==> config.mk <==
export PLATFORM = sky130hd
export DESIGN_NAME = config_data_bus_width_mux
export DESIGN_NICKNAME = d
export VERILOG_FILES = /design/src/hdl/cfg_bus_pkg.sv /design/src/hdl/config_data_bus_width_mux.sv
export SDC_FILE = /design/constraint.sdc
export NUM_CORES = 1
export LEC_CHECK = 0
export ABC_CLOCK_PERIOD_IN_PS = 6700
export BUFFER_PORTS_ARGS = -buffer_cell sky130_fd_sc_hd__buf_2
export CAP_MARGIN = 40
export CELL_PAD_IN_SITES_DETAIL_PLACEMENT = 1
export CELL_PAD_IN_SITES_GLOBAL_PLACEMENT = 2
export CORE_ASPECT_RATIO = 1.25
export CORE_MARGIN = 8
export CORE_UTILIZATION = 40
export DETAILED_ROUTE_END_ITERATION = 16
export GPL_TIMING_DRIVEN = 1
export HOLD_SLACK_MARGIN = 0.02
export PLACE_DENSITY_LB_ADDON = 0.1
export SKIP_CTS_REPAIR_TIMING = 1
export SLEW_MARGIN = 20
export SYNTH_ARGS = -nofsm -noshare
export SYNTH_HDL_FRONTEND = slang
export SYNTH_HIERARCHICAL = 1
export SYNTH_SLANG_ARGS = --single-unit
==> constraint.sdc <==
create_clock -name i_clk_sys -period 6.7 [get_ports i_clk_sys]
set_clock_uncertainty 0.2 [all_clocks]
set_input_delay 0.67 -clock i_clk_sys [delete_from_list [all_inputs] [get_ports i_clk_sys]]
set_output_delay 0.67 -clock i_clk_sys [all_outputs]
set_load 0.01 [all_outputs]
==> src/hdl/cfg_bus_pkg.sv <==
// Shared types and constants for the configuration data bus front end.
package cfg_bus_pkg;

   localparam int unsigned BUS_W  = 32;
   localparam int unsigned ADDR_W = 16;
   localparam int unsigned ADDR_LO = 16;
   localparam int unsigned FIFO_DEPTH = 8;

   // Pin positions of the SPI lanes.
   localparam int unsigned SPI_OUT_BIT = 0;
   localparam int unsigned SPI_IN_BIT  = 1;

   // Bus width detection pattern on the low byte (sync byte, then width byte).
   localparam logic [7:0] DET_SYNC_BYTE = 8'hBB;
   localparam logic [7:0] DET_X8_BYTE   = 8'h11;
   localparam logic [7:0] DET_X16_BYTE  = 8'h22;
   localparam logic [7:0] DET_X32_BYTE  = 8'h44;

   typedef enum logic [4:0] {
      MODE_SERIAL = 5'h01,
      MODE_SPI    = 5'h02,
      MODE_PSLAVE = 5'h04,
      MODE_PFLASH = 5'h08,
      MODE_JTAG   = 5'h10
   } mode_e;

   typedef enum logic [5:0] {
      W_X1  = 6'h01,
      W_X2  = 6'h02,
      W_X4  = 6'h04,
      W_X8  = 6'h08,
      W_X16 = 6'h10,
      W_X32 = 6'h20
   } width_e;

   typedef enum logic [2:0] {
      DET_IDLE = 3'h1,
      DET_SYNC = 3'h2,
      DET_LOCK = 3'h4
   } det_e;

   // One captured beat: pins already masked to the active width.
   typedef struct packed {
      logic [BUS_W-1:0] data;
      width_e           width;
   } beat_s;

   localparam width_e SPI_RESET_W = W_X1;
   localparam width_e PAR_RESET_W = W_X8;

endpackage : cfg_bus_pkg

==> src/hdl/config_data_bus_width_mux.sv <==
// Configuration data bus front end: pin use per mode, width detection, beat FIFO.
//
// Function
// - Configuration data pins are sampled on the rising i_clk_sys edge through two synchronising stages.
// - Pins unused by mode and width are ignored and left undriven.
// - Pins are inputs, driven only for SPI serial out on D00, flash address, flash register write or readback.
// - SPI starts at x1; D00 sends to flash, D01 receives.
// - Stream settings can switch SPI read width to x2, x4 or x8.
// - SPI x4 and x8 use D02 and D03 as flash bits 2 and 3.
// - SPI x8 uses D[07:04] for a second flash, bit for bit.
// - Parallel slave detects x8, x16 or x32 from a low-byte pattern.
// - Parallel flash detects x8 or x16 from a low-byte pattern only.
// - Parallel flash drives D[31:16] as address bits A[15:00].
// - Boundary-scan mode ignores all data pins and keeps them undriven.
`timescale 1ns/100ps

module beat_fifo #(
   parameter int unsigned WIDTH = 8,
   parameter int unsigned DEPTH = 8
) (
   // Clock and reset
   input  wire logic             i_clk_sys,
   input  wire logic             i_rst,
   // Fill side
   input  wire logic             i_in_valid,
   output logic                  o_in_ready,
   input  wire logic [WIDTH-1:0] i_in_data,
   // Drain side
   output logic                  o_out_valid,
   input  wire logic             i_out_ready,
   output logic [WIDTH-1:0]      o_out_data
);
   localparam int unsigned PW = $clog2(DEPTH);

   // Pointer wrap relies on a power-of-two depth, so other depths are refused.
   if (DEPTH < 2 || (1 << PW) != DEPTH)
   begin : g_bad_depth
      $error("beat_fifo depth must be a power of two of at least 2");
   end

   logic [WIDTH-1:0] mem [DEPTH];
   logic [PW:0]      wr_ptr;
   logic [PW:0]      rd_ptr;
   logic             push;
   logic             pop;

   assign o_in_ready  = (wr_ptr ^ rd_ptr) != {1'b1, {PW{1'b0}}};
   assign o_out_valid = wr_ptr != rd_ptr;
   assign push        = i_in_valid & o_in_ready;
   assign pop         = o_out_valid & i_out_ready;
   assign o_out_data  = mem[rd_ptr[PW-1:0]];

   always_ff @(posedge i_clk_sys)
   begin
      if (push)
         mem[wr_ptr[PW-1:0]] <= i_in_data;
   end

   always_ff @(posedge i_clk_sys or posedge i_rst)
   begin
      if (i_rst)
      begin
         wr_ptr <= '0;
         rd_ptr <= '0;
      end
      else
      begin
         if (push)
            wr_ptr <= wr_ptr + 1'b1;
         if (pop)
            rd_ptr <= rd_ptr + 1'b1;
      end
   end
endmodule : beat_fifo

module config_data_bus_width_mux #(
   parameter int unsigned DEPTH = cfg_bus_pkg::FIFO_DEPTH
) (
   // Clock and reset
   input  wire logic                                i_clk_sys,
   input  wire logic                                i_rst,
   // Mode and load control
   input  wire cfg_bus_pkg::mode_e                  i_mode,
   input  wire logic                                i_cfg_active,
   input  wire logic                                i_sample_en,
   output logic                                     o_sample_ready,
   // SPI width switch from stream settings
   input  wire logic                                i_spi_width_load,
   input  wire cfg_bus_pkg::width_e                 i_spi_width_sel,
   input  wire logic                                i_spi_serial_out_bit0,
   input  wire logic                                i_spi_cmd_phase,
   // Parallel flash address and register write
   input  wire logic [cfg_bus_pkg::ADDR_W-1:0]      i_flash_addr,
   input  wire logic                                i_rcr_write,
   input  wire logic [cfg_bus_pkg::ADDR_W-1:0]      i_rcr_data,
   // Parallel slave readback
   input  wire logic                                i_readback,
   input  wire logic [cfg_bus_pkg::BUS_W-1:0]       i_readback_data,
   // Data bus pins
   input  wire logic [cfg_bus_pkg::BUS_W-1:0]       i_data_pin,
   output logic [cfg_bus_pkg::BUS_W-1:0]            o_data_pin,
   output logic [cfg_bus_pkg::BUS_W-1:0]            o_data_pin_oe,
   // Status
   output cfg_bus_pkg::width_e                      o_width,
   output logic                                     o_width_locked,
   // Captured beats
   output logic                                     o_beat_valid,
   input  wire logic                                i_beat_ready,
   output cfg_bus_pkg::beat_s                       o_beat
);
   localparam int unsigned BW = cfg_bus_pkg::BUS_W;
   localparam int unsigned AL = cfg_bus_pkg::ADDR_LO;
   localparam int unsigned AW = cfg_bus_pkg::ADDR_W;

   // Mask of pins that carry data at a given width.
   function automatic logic [BW-1:0] lane_mask(input cfg_bus_pkg::width_e w);
      logic [BW-1:0] m;
      m = '0;
      unique case (w)
         cfg_bus_pkg::W_X1:  m = 32'h0000_0002;
         cfg_bus_pkg::W_X2:  m = 32'h0000_0003;
         cfg_bus_pkg::W_X4:  m = 32'h0000_000F;
         cfg_bus_pkg::W_X8:  m = 32'h0000_00FF;
         cfg_bus_pkg::W_X16: m = 32'h0000_FFFF;
         cfg_bus_pkg::W_X32: m = 32'hFFFF_FFFF;
         default:            m = '0;
      endcase
      return m;
   endfunction : lane_mask

   logic [BW-1:0]       pin_meta;
   logic [BW-1:0]       pin_sync;
   cfg_bus_pkg::width_e spi_w;
   cfg_bus_pkg::width_e par_w;
   cfg_bus_pkg::det_e   det;
   cfg_bus_pkg::width_e act_w;
   logic                scan_mode;
   logic                parallel;
   logic                take;
   logic                fifo_ready;
   cfg_bus_pkg::beat_s  beat_in;
   logic [7:0]          low_byte;
   logic [BW-1:0]       par_mask;

   // Pins come from outside the clock domain, so two stages before use.
   always_ff @(posedge i_clk_sys or posedge i_rst)
   begin
      if (i_rst)
      begin
         pin_meta <= '0;
         pin_sync <= '0;
      end
      else
      begin
         pin_meta <= i_data_pin;
         pin_sync <= pin_meta;
      end
   end

   assign low_byte  = pin_sync[7:0];
   assign scan_mode = i_mode == cfg_bus_pkg::MODE_JTAG;
   assign parallel  = i_mode == cfg_bus_pkg::MODE_PSLAVE ||
                      i_mode == cfg_bus_pkg::MODE_PFLASH;

   // SPI width falls back to x1 whenever no load is running.
   always_ff @(posedge i_clk_sys or posedge i_rst)
   begin
      if (i_rst)
         spi_w <= cfg_bus_pkg::SPI_RESET_W;
      else if (!i_cfg_active)
         spi_w <= cfg_bus_pkg::SPI_RESET_W;
      else if (i_spi_width_load && i_mode == cfg_bus_pkg::MODE_SPI)
      begin
         unique case (i_spi_width_sel)
            cfg_bus_pkg::W_X1,
            cfg_bus_pkg::W_X2,
            cfg_bus_pkg::W_X4,
            cfg_bus_pkg::W_X8: spi_w <= i_spi_width_sel;
            default:           spi_w <= spi_w;
         endcase
      end
   end

   // Width detection; the lock holds until the load ends or the mode leaves parallel.
   always_ff @(posedge i_clk_sys or posedge i_rst)
   begin
      if (i_rst)
      begin
         det   <= cfg_bus_pkg::DET_IDLE;
         par_w <= cfg_bus_pkg::PAR_RESET_W;
      end
      else if (!i_cfg_active || !parallel)
      begin
         det   <= cfg_bus_pkg::DET_IDLE;
         par_w <= cfg_bus_pkg::PAR_RESET_W;
      end
      else if (i_sample_en)
      begin
         unique case (det)
            cfg_bus_pkg::DET_IDLE:
               if (low_byte == cfg_bus_pkg::DET_SYNC_BYTE)
                  det <= cfg_bus_pkg::DET_SYNC;
            cfg_bus_pkg::DET_SYNC:
            begin
               det <= cfg_bus_pkg::DET_LOCK;
               if (low_byte == cfg_bus_pkg::DET_X16_BYTE)
                  par_w <= cfg_bus_pkg::W_X16;
               else if (low_byte == cfg_bus_pkg::DET_X32_BYTE &&
                        i_mode == cfg_bus_pkg::MODE_PSLAVE)
                  par_w <= cfg_bus_pkg::W_X32;
               else
                  par_w <= cfg_bus_pkg::W_X8;
            end
            cfg_bus_pkg::DET_LOCK:
               det <= cfg_bus_pkg::DET_LOCK;
            default:
               det <= cfg_bus_pkg::DET_IDLE;
         endcase
      end
   end

   always_comb
   begin
      act_w = cfg_bus_pkg::W_X1;
      unique case (i_mode)
         cfg_bus_pkg::MODE_SPI:    act_w = spi_w;
         cfg_bus_pkg::MODE_PSLAVE,
         cfg_bus_pkg::MODE_PFLASH: act_w = par_w;
         default:                  act_w = cfg_bus_pkg::W_X1;
      endcase
   end

   // Parallel beats are held back until the width is settled.
   assign take = i_cfg_active && i_sample_en && !scan_mode &&
                 (!parallel || det == cfg_bus_pkg::DET_LOCK);
   assign beat_in.data  = pin_sync & lane_mask(act_w);
   assign beat_in.width = act_w;
   assign par_mask      = lane_mask(par_w);
   assign o_sample_ready = fifo_ready;

   beat_fifo #(
      .WIDTH ($bits(cfg_bus_pkg::beat_s)),
      .DEPTH (DEPTH)
   ) u_fifo (
      .i_clk_sys   (i_clk_sys),
      .i_rst       (i_rst),
      .i_in_valid  (take),
      .o_in_ready  (fifo_ready),
      .i_in_data   (beat_in),
      .o_out_valid (o_beat_valid),
      .i_out_ready (i_beat_ready),
      .o_out_data  (o_beat)
   );

   // Pin drive: everything floats unless a mode owns a pin for output.
   always_ff @(posedge i_clk_sys or posedge i_rst)
   begin
      if (i_rst)
      begin
         o_data_pin    <= '0;
         o_data_pin_oe <= '0;
      end
      else
      begin
         o_data_pin    <= '0;
         o_data_pin_oe <= '0;
         if (i_cfg_active)
         begin
            unique case (i_mode)
               cfg_bus_pkg::MODE_SPI:
                  if (spi_w == cfg_bus_pkg::W_X1 || i_spi_cmd_phase)
                  begin
                     o_data_pin[cfg_bus_pkg::SPI_OUT_BIT]    <= i_spi_serial_out_bit0;
                     o_data_pin_oe[cfg_bus_pkg::SPI_OUT_BIT] <= 1'b1;
                  end
               cfg_bus_pkg::MODE_PFLASH:
               begin
                  o_data_pin[AL +: AW]    <= i_flash_addr;
                  o_data_pin_oe[AL +: AW] <= '1;
                  if (i_rcr_write)
                  begin
                     o_data_pin[AW-1:0]    <= i_rcr_data;
                     o_data_pin_oe[AW-1:0] <= par_mask[AW-1:0];
                  end
               end
               cfg_bus_pkg::MODE_PSLAVE:
                  if (i_readback && det == cfg_bus_pkg::DET_LOCK)
                  begin
                     o_data_pin    <= i_readback_data & par_mask;
                     o_data_pin_oe <= par_mask;
                  end
               cfg_bus_pkg::MODE_SERIAL,
               cfg_bus_pkg::MODE_JTAG:
                  o_data_pin_oe <= '0;
               default:
                  o_data_pin_oe <= '0;
            endcase
         end
      end
   end

   always_ff @(posedge i_clk_sys or posedge i_rst)
   begin
      if (i_rst)
      begin
         o_width        <= cfg_bus_pkg::W_X1;
         o_width_locked <= 1'b0;
      end
      else
      begin
         o_width        <= act_w;
         o_width_locked <= !parallel || det == cfg_bus_pkg::DET_LOCK;
      end
   end

endmodule : config_data_bus_width_mux

* After elaboration in Yosys (flattened, before gate mapping)
Memories as Yosys holds them, arrays and structs flattened.
Index checks and enable logic that the tools add are counted.
** Word-level totals
- Output and inout port bits :: 111
- Logic and storage cells :: 101
- Bits in writable memories :: 304
- Latch bits :: 0
- Memories kept :: 1
- Bits of input ports :: 117
- Register bits after elaboration :: 158
- Memory bits (read-only) :: 0
** Memory list
- u_fifo.mem :: words 8, bits a word 38, rd ports 1, clocked after Yosys merged registers in 0, wr ports 1, line config_data_bus_width_mux.sv:41 : logic [WIDTH-1:0] mem [DEPTH];
** Cells by class
- Multipliers :: 0
- Multiplexer cells :: 29
- Divide/modulo/power cells :: 0
- $lt $le $gt $ge :: 0
- Reduce and logical (&&, ||, !) cells :: 21
- Bitwise operators :: 5
- Shifts and indexed selects :: 0
- Equality and inequality tests :: 32
- Add/subtract/negate cells :: 2
** Operators with widths (number)
- 32-bit one-hot mux with 6 select lines :: 2
- 32-bit two-way mux :: 4
- 31-bit one-hot mux with 2 select lines :: 2
- 32-bit bitwise AND :: 2
- 6-bit two-way mux :: 8
- 16-bit two-way mux :: 2
- 6-bit by 1-bit == test with 1-bit output, second input constant :: 4
- 6-bit by 2-bit == test with 1-bit output, second input constant :: 3
- 6-bit by 3-bit == test with 1-bit output, second input constant :: 3
- 6-bit by 4-bit == test with 1-bit output, second input constant :: 3
- 6-bit by 5-bit == test with 1-bit output, second input constant :: 2
- 6-bit == test, second input constant :: 2
- 6-bit one-hot mux with 2 select lines :: 1
- 3-bit two-way mux :: 3
- 4-bit by 1-bit adder with 4-bit output, second input constant :: 2
- 8-bit by 6-bit == test with 1-bit output, second input constant :: 1
- 8-bit by 7-bit == test with 1-bit output, second input constant :: 1
- 8-bit == test, second input constant :: 1
- 1-bit logical AND :: 6
- 1-bit one-hot mux with 3 select lines :: 2
- 3-bit one-hot mux with 2 select lines :: 1
- 2-bit AND reduction :: 3
- 5-bit by 2-bit == test with 1-bit output, second input constant :: 1
- 5-bit by 3-bit == test with 1-bit output, second input constant :: 1
- 17 further kinds :: 29

* Longest topological paths before layout
- Word-level depth :: 8
- Depth in mapped cells :: 8
- Mapped depth without buffers :: 7

* By module
The synthesis kept the hierarchy.
** Modules (own cells, without submodules)
- beat_fifo :: sequential area each 9328.9 µm², instances 1, area each 12040.3 µm², cells an instance 502
- config_data_bus_width_mux :: sequential area each 2982.9 µm², instances 1, area each 4693.3 µm², cells an instance 385

* Least setup slack after synthesis
Ideal clock, no wire load.
- Path kind :: in2reg
- Start :: in i_mode[2]
- End :: mem u_fifo/mem[0][0] in the netlist's numbering, enable pin
- Data required time :: 5.972 ns
- Setup time :: 0.528 ns
- Buffers on the path :: 1
- Stages :: 7
- Setup slack :: 0.636 ns
- Arrival :: 5.336 ns
- Path through :: buf_2 > xnor2_1 > nor2_2 > o21ai_0 > and4_1 > nand2b_1 > nor4_1
** Between the ends
- Cells in the longest elaborated chain, start to end :: 8
- Elaborated cells on any way between the ends :: 12
- Those cells by class :: 3 x eq/ne; 2 x mux; 1 x bitwise; 6 x reduce/logical
** RTL lines
- start, declared :: line config_data_bus_width_mux.sv:83 : input wire cfg_bus_pkg::mode_e i_mode,
- 5-bit by 3-bit == test with 1-bit output or 5-bit by 4-bit == test with 1-bit output (tied branches) :: line config_data_bus_width_mux.sv:162, config_data_bus_width_mux.sv:163
- 1-bit logical OR :: line config_data_bus_width_mux.sv:162 : assign parallel = i_mode == cfg_bus_pkg::MODE_PSLAVE ||
- 1-bit zero test :: line config_data_bus_width_mux.sv:235 : (!parallel || det == cfg_bus_pkg::DET_LOCK);
- 1-bit logical OR :: line config_data_bus_width_mux.sv:235
- 1-bit logical AND * :: line config_data_bus_width_mux.sv:234 : assign take = i_cfg_active && i_sample_en && !scan_mode &&
- via take :: line config_data_bus_width_mux.sv:139 : logic take;
- 1-bit bitwise AND * :: line config_data_bus_width_mux.sv:49 : assign push = i_in_valid & o_in_ready;
- 1-bit two-way mux * :: line config_data_bus_width_mux.sv:55 : if (push)
- 1-bit two-way mux (implied by the code) * :: line config_data_bus_width_mux.sv:56 : mem[wr_ptr[PW-1:0]] <= i_in_data;
- end, declared :: line config_data_bus_width_mux.sv:41
Mark *: on every way through the listed nets, which the timed path passes. The rest lies on a longest branch.

==> flow_metrics.tcl <==
set metrics [dict create \
    worst_r2r_endpoint "u_fifo/mem[7][19]" \
    antenna_found_initial 0 \
    rsz0062_at_grt "false" \
    fill_cells 3951 \
    endpoint_kind "output pin" \
    synth_top_area_share_pct 54.55 \
    slew_headroom_pct 43.93 \
    start_util_pct 40.10 \
    hold_class "reg2reg" \
    post-dp-hpwl_mm 25.81 \
    fin_crit_sh_pct 61.66 \
    setup_slack_ps 2569 \
    worst_pin_slew_ps 839.2 \
    num_vias 8842 \
    r2r_setup_slack_ps 3500 \
    numCtsBuffers 45 \
    path_max_fanout 31 \
    synth_area_leaders "edfxtp_1 55%, dfrtp_1 18%, mux4_2 10%, mux2_2 2.7%, buf_4 1.4%" \
    fmax_ghz 0.2421 \
    startpoint_type "flop" \
    grt_pass1_wl_mm 61.34 \
    outcome "finished clean" \
    crit_arrival_ps 3260 \
    r2r-start "u_fifo/rd_ptr[1]" \
    final_nets 1272 \
    crit_end "o_beat[29]" \
    drive_gt1_share_pct 40.34 \
    async_reset_ff_share_pct 29.47 \
    setup_viol 0 \
    grtUsageTotal_pct 16.76 \
    mostFrequentLayoutCell "edfxtp_1" \
    synth_area_leader_cell "edfxtp_1" \
    synth.avg_cell_area_um2 18.87 \
    antenna_left 0 \
    portBuffers 227 \
    max-vdd-ir-drop_mv 0.2263 \
    power.leakage_nw 7.630 \
    wirelength_mm 40.31 \
    syn_area_mm2 0.01673 \
    crit_type "reg2out" \
    synth-main-ff-cell "edfxtp_1" \
    slew_violations 0 \
    dpl_worst_slack_ps 2771 \
    root_buffer "clkbuf_16" \
    rr_worst_depth 4 \
    crit_path_start "u_fifo/rd_ptr[0]" \
    h-tree-depth 2 \
    antenna_cells 0 \
    period_needed_ps 4131 \
    worstHoldPathCells 0 \
    cts_buffer_depth 3 \
    grt_pass1_vias 9954 \
    synth_edf_count 304 \
    yosysWarnings 6 \
    layout_common_cells "304 x edfxtp_1, 229 x buf_2, 120 x dfrtp_1" \
    clk_pin_slew_worst_paths_ps 60 \
    yosysUniqueCellTypes 62 \
    hold_viol_final 0 \
    cts_sinks 431 \
    yosysSeqAreaShare_pct 73.58 \
    die_area_mm2 0.04868 \
    drtIter0Drc 241 \
    cts_tree "done" \
    worst_ep_required_time_ps 5830 \
    rows 84 \
    powerDensity_mw_per_mm2 368.0 \
    synth_nets 1006 \
    drc 0 \
    drt_first_pass_iters 4 \
    ioPinCount 228 \
    syn_inst 887 \
    syn_to_final_growth_pct 21.38 \
    globalplace.congestion 0.7414 \
    dieWidth_um 198.9 \
    core_mm2 0.04173 \
    avgViaCountPerCell 5.055 \
    totalPowerFinal_mw 7.475 \
    grt.overflow.total 0 \
    maxCapViolations 0 \
    tns_ps 0 \
    clk_latency_ps 550 \
    grt_max_degree 49 \
    synth-seq-cells 431 \
    wire_per_inst_um 23.05 \
    die_y_um 244.7 \
]
==> kinds of logic (layout without fill, tap and decap cells) <==
group           count (synthesis)  after routing  synth area share, %
compound gates                 74             74                3.268
xor+xnor                       19             19                1.084
fa+ha+maj                       2              2               0.1495
buf+inv                        78            381                3.021
flops                         431            431                73.58
mux                           121            121                13.24
simple gates                  162            162                5.660
==> cell usage after synthesis, types with 10 or more instances <==
master,instances
a22oi_1,30
o21ai_0,10
buf_4,31
nand2_1,16
and2_1,27
buf_6,11
buf_2,11
xnor2_1,10
dfrtp_1,123
nor2_2,10
clkbuf_1,16
nor2_1,46
mux2_2,40
edfxtp_1,304
a21oi_1,11
mux4_2,75
==> per-stage QoR <==
stage / instance area, µm² / util [%] / cells / hold slack, ps
after floorplan: 16730 / - / 887 / 131.2
after global placement: 18300 / 43.86 / 1622 / 131.4
after detailed placement: 18430 / 44.16 / 1630 / 136.3
after CTS: 19970 / 47.86 / 1714 / -76.43
after global routing: 20310 / 48.68 / 1749 / 149.3
final: 20310 / 48.68 / 1749 / 138.8
==> sequential cells by signal, indices dropped and copies added (netlist names) <==
name and cells:
u_fifo/wr_ptr 4, spi_w 6, pin_meta 32, o_width_locked 1, u_fifo/mem 304, par_w 3, pin_sync 32, o_data_pin 32
det 3, o_width 6, u_fifo/rd_ptr 4, o_data_pin_oe 4
==> power breakdown <==
part / internal [mW] / switching, mW / leakage (nW) / total, mW
sequential: 3.02 / 0.181 / 4.44 / 3.20
clock: 1.55 / 1.01 / 0.755 / 2.56
combinational: 0.851 / 0.863 / 2.44 / 1.71
total: 5.42 / 2.05 / 7.63 / 7.47
==> worst min path at each step <==
stage / from / endpoint / slack, ps
2_1_floorplan: pin_meta[0] / pin_sync[0] / 130
6_report: pin_meta[28] / pin_sync[28] / 140
5_1_grt: pin_meta[10] / pin_sync[10] / 150
3_3_place_gp: pin_meta[14] / pin_sync[14] / 130
3_5_place_dp: pin_meta[1] / pin_sync[1] / 140
4_1_cts: i_rst / u_fifo/rd_ptr[0] / -80
==> layer usage <==
| metal | GRT usage (%) | up-vias | routed length [µm] |
|---|---|---|---|
| li1 | - | 3963 | - |
| met1 | 19.59 | 4621 | 16050 |
| met2 | 30.15 | 198 | 21300 |
| met3 | 4.509 | 60 | 2224 |
| met4 | 4.148 | 0 | 737 |
| met5 | 0 | - | 0 |
==> layout make-up <==
cell class / count / area (µm²) / share of cell area, %
multi-input combinational: 378 / 3976 / 19.58
tap: 559 / 699.4 / 3.443
sequential: 431 / 12320 / 60.66
timing repair buffer: 289 / 1735 / 8.544
clock inverter: 19 / 200.2 / 0.9856
clock buffer: 65 / 1345 / 6.622
inverter: 8 / 35.03 / 0.1725
==> worst max-delay path, stage by stage (launching register included) <==
cell     delay [ps]
dfrtp_4         760
buf_16          300
buf_4           580
mux4_2          590
mux2_2          300
buf_2           150
(Power assumes the default switching activity.)
